===== config.mk =====
export PLATFORM = sky130hd
export DESIGN_NAME = pin_config_bank
export DESIGN_NICKNAME = d
export VERILOG_FILES = /design/src/pin_cfg_pkg.sv /design/src/pin_config_bank.sv
export SDC_FILE = /design/constraint.sdc
export NUM_CORES = 1
export LEC_CHECK = 0
export BUFFER_PORTS_ARGS = -buffer_cell sky130_fd_sc_hd__buf_4
export CAP_MARGIN = 40
export CORE_ASPECT_RATIO = 1.5
export CORE_MARGIN = 2
export CORE_UTILIZATION = 30
export CTS_CLUSTER_SIZE = 16
export DETAILED_ROUTE_END_ITERATION = 7
export GPL_TIMING_DRIVEN = 0
export HOLD_SLACK_MARGIN = 0.06
export PLACE_DENSITY = 0.54
export SKIP_LAST_GASP = 1
export SYNTH_ARGS = -nofsm -noshare
export SYNTH_HDL_FRONTEND = slang
export SYNTH_SLANG_ARGS = --single-unit
export TNS_END_PERCENT = 10

===== constraint.sdc =====
create_clock -name mclk -period 4.78 [get_ports mclk]
set_input_delay 0.239 -clock mclk [delete_from_list [all_inputs] [get_ports mclk]]
set_output_delay 0.239 -clock mclk [all_outputs]
set_load 0.1 [all_outputs]

===== src/pin_cfg_pkg.sv =====
// Constants, register map and carriers for the seven-pin configuration bank.
// Assumes a 10 MHz system clock and an 8-bit register port with byte offsets.
//
// Functional notes
// - Pin one output source: value or first LED
// - Pin three source: value, second LED, PWM
// - Debounce select 0: 91.5 us, 30.5 us ticks
// - Debounce select 1: 150 ms, 50 ms ticks
// - Bit 3 enables pulldown, resets to one
// - Bit 2 direction: 0 input, 1 output
// - Bit 1 reads pad level, resets one
// - Bit 0 is the driven output value
// - Sleep bit forces pins 2,6,7 low outputs
// - Power-down reset clears pulldown on sequence pins
// - Power-down reset makes sequence pins outputs
// - General reset restores all configuration registers
// - Debounced edges set W1C rise/fall flags
// - Masked flags still set, interrupt stays low
package pin_cfg_pkg;

  // ----------------------------------------------------------------
  // Register map
  // ----------------------------------------------------------------
  localparam logic [7:0] PIN_OFS [1:7] = '{8'h61, 8'h62, 8'h63, 8'h64, 8'h65, 8'h66, 8'h67};
  localparam logic [7:0] RISE_STS_OFS = 8'h70;
  localparam logic [7:0] FALL_STS_OFS = 8'h71;
  localparam logic [7:0] RISE_MSK_OFS = 8'h72;
  localparam logic [7:0] FALL_MSK_OFS = 8'h73;

  // Writable bits per pin; reserved bits read back zero, the level bit reads the pad
  localparam logic [7:0] PIN_WMASK [1:7] = '{8'h3d, 8'h9d, 8'h7d, 8'h1d, 8'h1d, 8'h9d, 8'h9d};
  localparam logic [7:1] SEQ_PINS = 7'h62;

  // ----------------------------------------------------------------
  // Field positions and reset values
  // ----------------------------------------------------------------
  localparam int BIT_SET   = 0;
  localparam int BIT_LEVEL = 1;
  localparam int BIT_DIR   = 2;
  localparam int BIT_PDEN  = 3;
  localparam int BIT_DEB   = 4;
  localparam int BIT_SRC   = 5;
  localparam int BIT_SLEEP = 7;
  localparam logic [7:0] PIN_CFG_RST  = 8'h08;
  localparam logic [7:0] SEQ_CLR_MASK = 8'h09;
  localparam logic [7:0] SEQ_SET_MASK = 8'h04;
  localparam logic [7:1] LEVEL_RST    = 7'h7f;
  localparam logic [7:1] MSK_RST      = 7'h7f;

  // ----------------------------------------------------------------
  // Timing
  // ----------------------------------------------------------------
  localparam int CLK_PERIOD_NS = 100;
  localparam int FAST_TICK_NS  = 30500;
  localparam int FAST_DEB_NS   = 91500;
  localparam int SLOW_TICK_MS  = 50;
  localparam int SLOW_DEB_MS   = 150;
  localparam int FAST_TICK_CYC = FAST_TICK_NS / CLK_PERIOD_NS;
  localparam int SLOW_TICK_CYC = SLOW_TICK_MS * 1000000 / CLK_PERIOD_NS;
  localparam int DEB_SAMPLES   = FAST_DEB_NS / FAST_TICK_NS;

  // ----------------------------------------------------------------
  // Carriers
  // ----------------------------------------------------------------
  typedef struct packed {
    logic [7:0] addr;
    logic [7:0] wrData;
    logic       wrStb;
    logic       rdStb;
  } bus_req_t;

  typedef struct packed {
    logic firstLed;
    logic secondLed;
    logic pwm;
  } alt_src_t;

endpackage : pin_cfg_pkg


===== src/pin_config_bank.sv =====
// Seven-pin configuration bank: per-pin config bytes, debounce, edge flags, interrupt.
// Assumes pad inputs and alternate sources are synchronous to mclk.
`timescale 1ns/100ps
`default_nettype none

module pin_config_bank #(
  parameter int SLOW_TICK_CYCLES = pin_cfg_pkg::SLOW_TICK_CYC
) (
  // Clock and reset
  input  wire logic                  mclk,
  input  wire logic                  nrst,
  // Register port
  input  wire pin_cfg_pkg::bus_req_t busReq,
  output var  logic [7:0]            rdData_q,
  // Power state
  input  wire logic                  powerDownReset,
  input  wire logic                  sleepMode,
  // Alternate output sources
  input  wire pin_cfg_pkg::alt_src_t altSrc,
  // Pads
  input  wire logic [7:1]            padIn,
  output var  logic [7:1]            padOut_q,
  output var  logic [7:1]            padOe_q,
  output var  logic [7:1]            pulldownEn_q,
  // Interrupt
  output var  logic                  interruptLine_q
);
  import pin_cfg_pkg::*;

  // ----------------------------------------------------------------
  // Timebases
  // ----------------------------------------------------------------
  logic [8:0]  fastCnt_q;
  logic [18:0] slowCnt_q;
  wire         fastTick = (fastCnt_q == 9'(FAST_TICK_CYC - 1));
  wire         slowTick = (slowCnt_q == 19'(SLOW_TICK_CYCLES - 1));

  always_ff @(posedge mclk or negedge nrst) begin
    if (!nrst) begin
      fastCnt_q <= 9'h000;
      slowCnt_q <= 19'h00000;
    end else begin
      fastCnt_q <= fastTick ? 9'h000 : fastCnt_q + 9'h001;
      slowCnt_q <= slowTick ? 19'h00000 : slowCnt_q + 19'h00001;
    end
  end

  // ----------------------------------------------------------------
  // State
  // ----------------------------------------------------------------
  logic [7:0] cfg_q [1:7];
  logic [7:0] cfg_d [1:7];
  logic [1:0] debCnt_q [1:7];
  logic [7:1] padLevel_q;
  logic [7:1] stable_q;
  logic [7:1] riseEv;
  logic [7:1] fallEv;
  logic [7:1] riseSts_q;
  logic [7:1] fallSts_q;
  logic [7:1] riseMsk_q;
  logic [7:1] fallMsk_q;
  logic [7:1] padOut_d;
  logic [7:1] padOe_d;
  logic [7:1] pulldownEn_d;
  logic [7:0] rdMux;

  // ----------------------------------------------------------------
  // Decode
  // ----------------------------------------------------------------
  function automatic logic hitWr(input bus_req_t r, input logic [7:0] ofs);
    hitWr = r.wrStb && (r.addr == ofs);
  endfunction : hitWr

  wire [7:1] riseClr = hitWr(busReq, RISE_STS_OFS) ? busReq.wrData[7:1] : 7'h00;
  wire [7:1] fallClr = hitWr(busReq, FALL_STS_OFS) ? busReq.wrData[7:1] : 7'h00;
  wire [7:1] riseSts_d = (riseSts_q & ~riseClr) | riseEv;
  wire [7:1] fallSts_d = (fallSts_q & ~fallClr) | fallEv;
  wire [7:1] riseMsk_d = hitWr(busReq, RISE_MSK_OFS) ? busReq.wrData[7:1] : riseMsk_q;
  wire [7:1] fallMsk_d = hitWr(busReq, FALL_MSK_OFS) ? busReq.wrData[7:1] : fallMsk_q;
  // Masked flags still latch; only the line is gated
  wire       irq_d = |((riseSts_q & ~riseMsk_q) | (fallSts_q & ~fallMsk_q));

  // ----------------------------------------------------------------
  // Per-pin logic
  // ----------------------------------------------------------------
  genvar i;
  generate
    for (i = 1; i <= 7; i++) begin : g_pin
      wire       wrHit   = hitWr(busReq, PIN_OFS[i]);
      wire       seqOff  = powerDownReset && SEQ_PINS[i];
      wire [7:0] wrVal   = busReq.wrData & PIN_WMASK[i];
      wire       tick    = cfg_q[i][BIT_DEB] ? slowTick : fastTick;
      wire       differs = padLevel_q[i] != stable_q[i];
      wire       settle  = tick && differs && (debCnt_q[i] == 2'(DEB_SAMPLES - 1));
      wire       sleepLow;
      logic      srcVal;

      // Power-down reset wins over a same-cycle write
      assign cfg_d[i] = seqOff ? ((cfg_q[i] & ~SEQ_CLR_MASK) | SEQ_SET_MASK)
                      : wrHit ? wrVal : cfg_q[i];
      assign riseEv[i] = settle && padLevel_q[i];
      assign fallEv[i] = settle && !padLevel_q[i];

      if (i == 1) begin : g_src1
        assign srcVal = cfg_q[i][BIT_SRC] ? altSrc.firstLed : cfg_q[i][BIT_SET];
      end else if (i == 3) begin : g_src3
        always_comb begin
          case (cfg_q[i][BIT_SRC+1:BIT_SRC])
            2'h1:    srcVal = altSrc.secondLed;
            2'h2:    srcVal = altSrc.pwm;
            default: srcVal = cfg_q[i][BIT_SET];
          endcase
        end
      end else begin : g_src
        assign srcVal = cfg_q[i][BIT_SET];
      end

      if (SEQ_PINS[i]) begin : g_sleep
        assign sleepLow = sleepMode && cfg_q[i][BIT_SLEEP];
      end else begin : g_nosleep
        assign sleepLow = 1'b0;
      end

      assign padOe_d[i]      = cfg_q[i][BIT_DIR] || sleepLow;
      assign padOut_d[i]     = sleepLow ? 1'b0 : srcVal;
      assign pulldownEn_d[i] = cfg_q[i][BIT_PDEN];

      always_ff @(posedge mclk or negedge nrst) begin
        if (!nrst) begin
          cfg_q[i]    <= PIN_CFG_RST;
          debCnt_q[i] <= 2'h0;
          stable_q[i] <= 1'b1;
        end else begin
          cfg_q[i] <= cfg_d[i];
          // Three agreeing samples are needed before the level is accepted
          if (tick) begin
            debCnt_q[i] <= (differs && !settle) ? debCnt_q[i] + 2'h1 : 2'h0;
            if (settle) begin
              stable_q[i] <= padLevel_q[i];
            end
          end
        end
      end
    end
  endgenerate

  // ----------------------------------------------------------------
  // Read mux
  // ----------------------------------------------------------------
  always_comb begin
    rdMux = 8'h00;
    for (int k = 1; k <= 7; k++) begin
      if (busReq.addr == PIN_OFS[k]) begin
        rdMux = cfg_q[k] | {6'h00, padLevel_q[k], 1'b0};
      end
    end
    case (busReq.addr)
      RISE_STS_OFS: rdMux = {riseSts_q, 1'b0};
      FALL_STS_OFS: rdMux = {fallSts_q, 1'b0};
      RISE_MSK_OFS: rdMux = {riseMsk_q, 1'b0};
      FALL_MSK_OFS: rdMux = {fallMsk_q, 1'b0};
      default:      rdMux = rdMux;
    endcase
  end

  // ----------------------------------------------------------------
  // Shared registers and outputs
  // ----------------------------------------------------------------
  always_ff @(posedge mclk or negedge nrst) begin
    if (!nrst) begin
      padLevel_q      <= LEVEL_RST;
      riseSts_q       <= 7'h00;
      fallSts_q       <= 7'h00;
      riseMsk_q       <= MSK_RST;
      fallMsk_q       <= MSK_RST;
      rdData_q        <= 8'h00;
      padOut_q        <= 7'h00;
      padOe_q         <= 7'h00;
      pulldownEn_q    <= 7'h7f;
      interruptLine_q <= 1'b0;
    end else begin
      padLevel_q      <= padIn;
      riseSts_q       <= riseSts_d;
      fallSts_q       <= fallSts_d;
      riseMsk_q       <= riseMsk_d;
      fallMsk_q       <= fallMsk_d;
      rdData_q        <= busReq.rdStb ? rdMux : 8'h00;
      padOut_q        <= padOut_d;
      padOe_q         <= padOe_d;
      pulldownEn_q    <= pulldownEn_d;
      interruptLine_q <= irq_d;
    end
  end

endmodule : pin_config_bank

`default_nettype wire


* After elaboration in Yosys (flattened, before gate mapping)
Index checks and enable logic that the tools add are counted.
** Storage, ports and cells
- Register bits :: 148
- Bits in latches :: 0
- Bits in writable memories :: 0
- ROM bits :: 0
- Bits of input ports :: 32
- Output and inout port bits :: 30
- Logic and storage cells :: 211
- Memories kept :: 0
** Operators by class
- Add/subtract/negate cells :: 9
- $mul :: 0
- Divide/modulo/power cells :: 0
- Magnitude comparators :: 0
- Equality and inequality tests :: 29
- Shift operators :: 0
- Muxes and demuxes :: 38
- Bitwise operators :: 19
- Reductions and logical operators :: 80
** Operators by type and width (count)
- $eq A8 B7 Y1 const B :: 11
- $mux W8 :: 8
- $logic_and A1 B1 Y1 :: 49
- $pmux W8 S4 :: 1
- $and A7 B7 Y7 :: 4
- $not A7 Y7 :: 4
- $mux W4 :: 6
- $or A8 B2 Y8 :: 3
- $or A7 B7 Y7 :: 3
- $reduce_and A2 Y1 :: 10
- $add A19 B1 Y19 const B :: 1
- $eq A19 B19 Y1 const B :: 1
- $mux W19 :: 1
- $eq A2 B2 Y1 const B :: 8
- $add A2 B1 Y2 const B :: 7
- $logic_not A1 Y1 :: 14
- $mux W2 :: 7
- $mux W7 :: 2
- $mux W1 :: 11
- $or A5 B2 Y5 :: 2
- $add A9 B1 Y9 const B :: 1
- $eq A9 B9 Y1 const B :: 1
- $mux W9 :: 1
- $ne A1 B1 Y1 :: 7
- 8 further kinds :: 12

* Depth between registers and ports, before layout
- Word-level depth :: 10
- Depth in mapped cells :: 7

* Worst setup path after synthesis
OpenSTA, ideal clock, no wires.
- Kind :: reg2reg
- From :: register slowCnt_q[6]
- To :: register debCnt_q[3] in the netlist's numbering
- Arrival :: 1573 ps
- Required time :: 4652 ps
- Slack :: 3079 ps
- Cell stages (with the launch flop) :: 6
- Clock period less this slack :: 1701 ps
- Path through :: dfrtp_1 nor4b_2 nand4_4 nor3_2 nor2_1 mux2_1
** Between the ends
- Word-level cells in the longest chain between the ends :: 7
** RTL lines
- from (decl) :: RTL line pin_config_bank.sv:34 : logic [18:0] slowCnt_q;
- from (signal assigned) :: RTL line pin_config_bank.sv:44 : slowCnt_q <= slowTick ? 19'h00000 : slowCnt_q + 19'h00001;
- $eq A19 B19 Y1 (*) :: RTL line pin_config_bank.sv:36 : wire slowTick = (slowCnt_q == 19'(SLOW_TICK_CYCLES - 1));
- $mux W1 (*) :: RTL line pin_config_bank.sv:92 : wire tick = cfg_q[i][BIT_DEB] ? slowTick : fastTick;
- $logic_and A1 B1 Y1 (2 in series) :: RTL line pin_config_bank.sv:94 : wire settle = tick && differs && (debCnt_q[i] == 2'(DEB_SAMPLES - 1));
- $logic_not A1 Y1 :: RTL line pin_config_bank.sv:137 : debCnt_q[i] <= (differs && !settle) ? debCnt_q[i] + 2'h1 : 2'h0;
- $logic_and A1 B1 Y1 :: RTL line pin_config_bank.sv:137
- $mux W2 :: RTL line pin_config_bank.sv:137
- to (signal, indexed assignment) :: RTL line pin_config_bank.sv:137
- to (decl) :: RTL line pin_config_bank.sv:53 : logic [1:0] debCnt_q [1:7];
Mark *: on every way between the ends. The rest lies on a longest branch, timed or not.
A chain may end at the register's enable or synchronous reset.

* Worst setup path in the final report
- From :: register fastCnt_q[0]
- To :: register stable_q[5] in the netlist's numbering
** Between the ends
- Word-level cells in the longest chain between the ends :: 5
** RTL lines
- from (decl) :: RTL line pin_config_bank.sv:33 : logic [8:0] fastCnt_q;
- from (signal assigned) :: RTL line pin_config_bank.sv:43 : fastCnt_q <= fastTick ? 9'h000 : fastCnt_q + 9'h001;
- $eq A9 B9 Y1 (*) :: RTL line pin_config_bank.sv:35 : wire fastTick = (fastCnt_q == 9'(FAST_TICK_CYC - 1));
- $mux W1 (*) :: RTL line pin_config_bank.sv:92
- $logic_and A1 B1 Y1 (2 in series) :: RTL line pin_config_bank.sv:94
- $reduce_and A2 Y1 (no source line) (*)
- to (signal, indexed assignment) :: RTL line pin_config_bank.sv:139 : stable_q[i] <= padLevel_q[i];
- to (decl) :: RTL line pin_config_bank.sv:55 : logic [7:1] stable_q;
Marks and branches as above.

==> reports/qor.yml <==
synth:
  synthFlopType: "dfrtp_1"
  synth_top_cell_area_share_pct: 39.2
  syn_area_per_cell_sq_um: 10.9
  synth_edf_count: 0
  async_flop_share_pct: 100
  synth.area.top_cells: "dfrtp_1 39%, dfstp_2 16%, o21ai_0 5.6%"
  synth_largest_area_cell: "dfrtp_1"
  netlist_area_sq_um: 6760
  ys_seq_area_share_pct: 55.6
  yosys_warnings: 0
  syn-num-nets: 662
  synthCells: 618
  ys_types: 54
  ys_ff_latch: 148
hold_path:
  worstHoldPathCells: 2
  holdCritPathClass: "in2reg"
  hp-start: "busReq[9]"
  hold_path_end: "cfg_q[7]$_DFFE_PN0P_"
drt:
  wire_per_inst_um: 16.8
  wl_met3_um: 501
  antenna_left: 0
  drt_iter0_drc: 264
  firstDrtPassIters: 4
  vias_per_cell: 4.90
  vias: 4916
  wl_met1_um: 6590
  wirelength_um: 16800
  dr.max_layer_used: "met4"
  wl_met2_um: 9220
  drc_errors: 0
sta:
  setup-violations-final: 0
  relSlewSlack_pct: 56.6
  drv_slew: 0
  hold_viol: 0
  worst-slew-pin-transition_ns: 0.649
  post-route-min-period_ns: 2.00
  fin_skew_ns: 0.0117
  timing.final.crit_share_pct: 41.8
  max_freq_ghz: 0.500
  rsz0062_at_grt: "no"
  setup_slack_ns: 2.78
  fin_setup_tns_ns: 0
floorplanning:
  boundaryPins: 62
  die_y_um: 188
  core-area_sq_um: 22200
  start_util_pct: 30.4
  die-area_sq_um: 23800
  row_count: 67
  fp.dieW_um: 127
clocking:
  post_cts_buffers: 0
  cts_tree: "done"
  clock_path_buffers: 2
  root_buffer: "clkbuf_16"
  cts_buffers: 17
  cts.sinks: 148
  clk_pin_slew_worst_paths_ns: 0.06
  clk_latency_ns: 0.43
  cts.htree.levels: 4
pwr:
  ir_drop_mv: 0.251
  p_leak_nw: 3.66
  p_per_area_nw_per_um2: 345
cells_and_area:
  fin_util_pct: 37.7
  area_growth_pct: 23.8
  mostFrequentLayoutCells: "106 x dfrtp_1, 76 x o21ai_0, 66 x nand2_1"
  fin_area_sq_um: 8370
  final_nets: 758
  multiInputGateArea_sq_um: 2800
  final_common_cell: "dfrtp_1"
  drive_gt1_share_pct: 25.3
  seq_area_sq_um: 3760
  nFillCells: 2209
global_route:
  grt_pass1_wl_um: 27700
  grt_max_degree: 53
  grt_overflow: 0
  track_usage_pct: 15.0
  antenna_found_initial: 0
  grt_pass1_vias: 5142
setup_path:
  cpPeakStageDelay_ns: 0.42
  timing.rr.end: "stable_q[5]$_DFFE_PN1P_"
  rrSetupSlack_ns: 2.78
  cp_max_fo: 8
  cp_cell_sequence: "inv_1, ha_1, and4_1, nand2_1, o22ai_2, nand2_1, mux2_1"
  critPathLaunchType: "flop"
  cp.required_ns: 5.13
  crit_start: "fastCnt_q[0]$_DFF_PN0_"
  critical-path-slowest-cell: "dfrtp_1"
  reg2reg_from: "fastCnt_q[0]$_DFF_PN0_"
  arrival_ns: 2.35
  end_kind: "flop"
  timing.critical_path.mode_cell: "nand2_1"
  path_class: "reg2reg"
  rr_worst_depth: 7
placement:
  pre_cts_ws_ns: 2.55
  placed_cell_area_sq_um: 7630
  io_buffers: 61
  dpl.hpwl_um: 12800
  gp_congestion: 0.858
status:
  status: "completed"
run:
  max-cap-violations: 0
-- logic make-up (layout without fill, tap and decap cells) --
| logic type | Yosys count | count (layout) | share of synthesized area (%) |
|---|---|---|---|
| and+or+nand+nor | 199 | 199 | 15.2 |
| DFF | 148 | 148 | 55.6 |
| AOI/OAI and AO/OA | 139 | 139 | 12.4 |
| buffers and inverters | 51 | 160 | 2.94 |
| muxes | 48 | 48 | 8.94 |
| xor gates and xnor gates | 21 | 21 | 2.72 |
| adders and majority gates | 12 | 12 | 2.22 |
| other | 0 | 1 | 0 |
-- Yosys cell counts, drive strengths merged, types with 3 or more instances --
| master | number |
|---|---|
| dfrtp | 106 |
| a22oi | 5 |
| clkbuf | 9 |
| inv | 37 |
| a21o | 8 |
| o22ai | 10 |
| a21oi | 14 |
| nand2 | 66 |
| nand2b | 15 |
| and3 | 6 |
| buf | 5 |
| nand3 | 20 |
| o21ai | 81 |
| a21boi | 3 |
| a31oi | 3 |
| nor2b | 8 |
| nor4 | 3 |
| nor3 | 9 |
| ha | 12 |
| and4 | 3 |
| xnor2 | 13 |
| nor2 | 48 |
| xor2 | 8 |
| mux2i | 12 |
| and2 | 4 |
| a211o | 3 |
| a32oi | 5 |
| dfstp | 42 |
| mux4 | 7 |
| mux2 | 29 |
| nand4 | 8 |
-- how the worst max path moves through the flow --
stage | slack (ns) | to
floorplan | 3.08 | debCnt_q[3]$_DFFE_PN0N_
global placement | 2.54 | rdData_q[1]$_DFF_PN0_
detailed placement | 2.55 | fallSts_q[5]$_DFF_PN0_
CTS | 2.72 | stable_q[7]$_DFFE_PN1P_
global route | 2.58 | stable_q[7]$_DFFE_PN1P_
finish | 2.78 | stable_q[5]$_DFFE_PN1P_
-- where the power goes --
part           total (mW)  internal (mW)  switching (mW)
logic               0.204         0.0724           0.132
registers            1.32           1.29          0.0261
clock network        1.37          0.799           0.568
-- state kept, by name, indices dropped and copies added (netlist names), 8 cells and up --
| signal | cells |
|---|---|
| cfg_q | 34 |
| slowCnt_q | 19 |
| debCnt_q | 14 |
| fastCnt_q | 9 |
| rdData_q | 8 |
-- layout make-up --
type | instances | share of cell area, %
clock inverter | 14 | 2.00
inverter | 37 | 1.66
multi-input combinational | 419 | 33.5
clock buffer | 18 | 5.25
sequential | 148 | 44.9
timing repair buffer | 77 | 7.85
antenna | 1 | 0.0299
tap | 276 | 4.13
buffer | 14 | 0.717
-- per-stage QoR --
stage	total power [mW]	hold WS, ns	cells
CTS	2.93	0.0831	1003
global route	3.01	0.0868	1003
finish	2.89	0.0972	1004
detailed placement	1.54	0.206	958
floorplan	1.44	-0.0566	618
global placement	1.53	0.348	955
-- critical path, delay by kind of cell (launching register included) --
family / cells / cell delay, ns
AND/OR/NAND/NOR: 3 / 0.59
AO/OA/AOI/OAI: 1 / 0.37
multiplexers: 1 / 0.32
flip-flops: 1 / 0.42
adder cells (fa/ha/maj): 1 / 0.15
buffers and inverters: 1 / 0.07
-- repair_timing --
item / CTS / global route
gates resized for setup: 0 / 0
hold buffers: 13 / 0
endpoints found under the hold margin: 55 / 0
-- per-layer routing --
metal	track usage [%]	up-vias
li1	-	2366
met1	16.7	2444
met2	27.2	80
met3	2.82	26
met4	7.48	0
met5	0	-
Power figures use the tool's default switching activity.
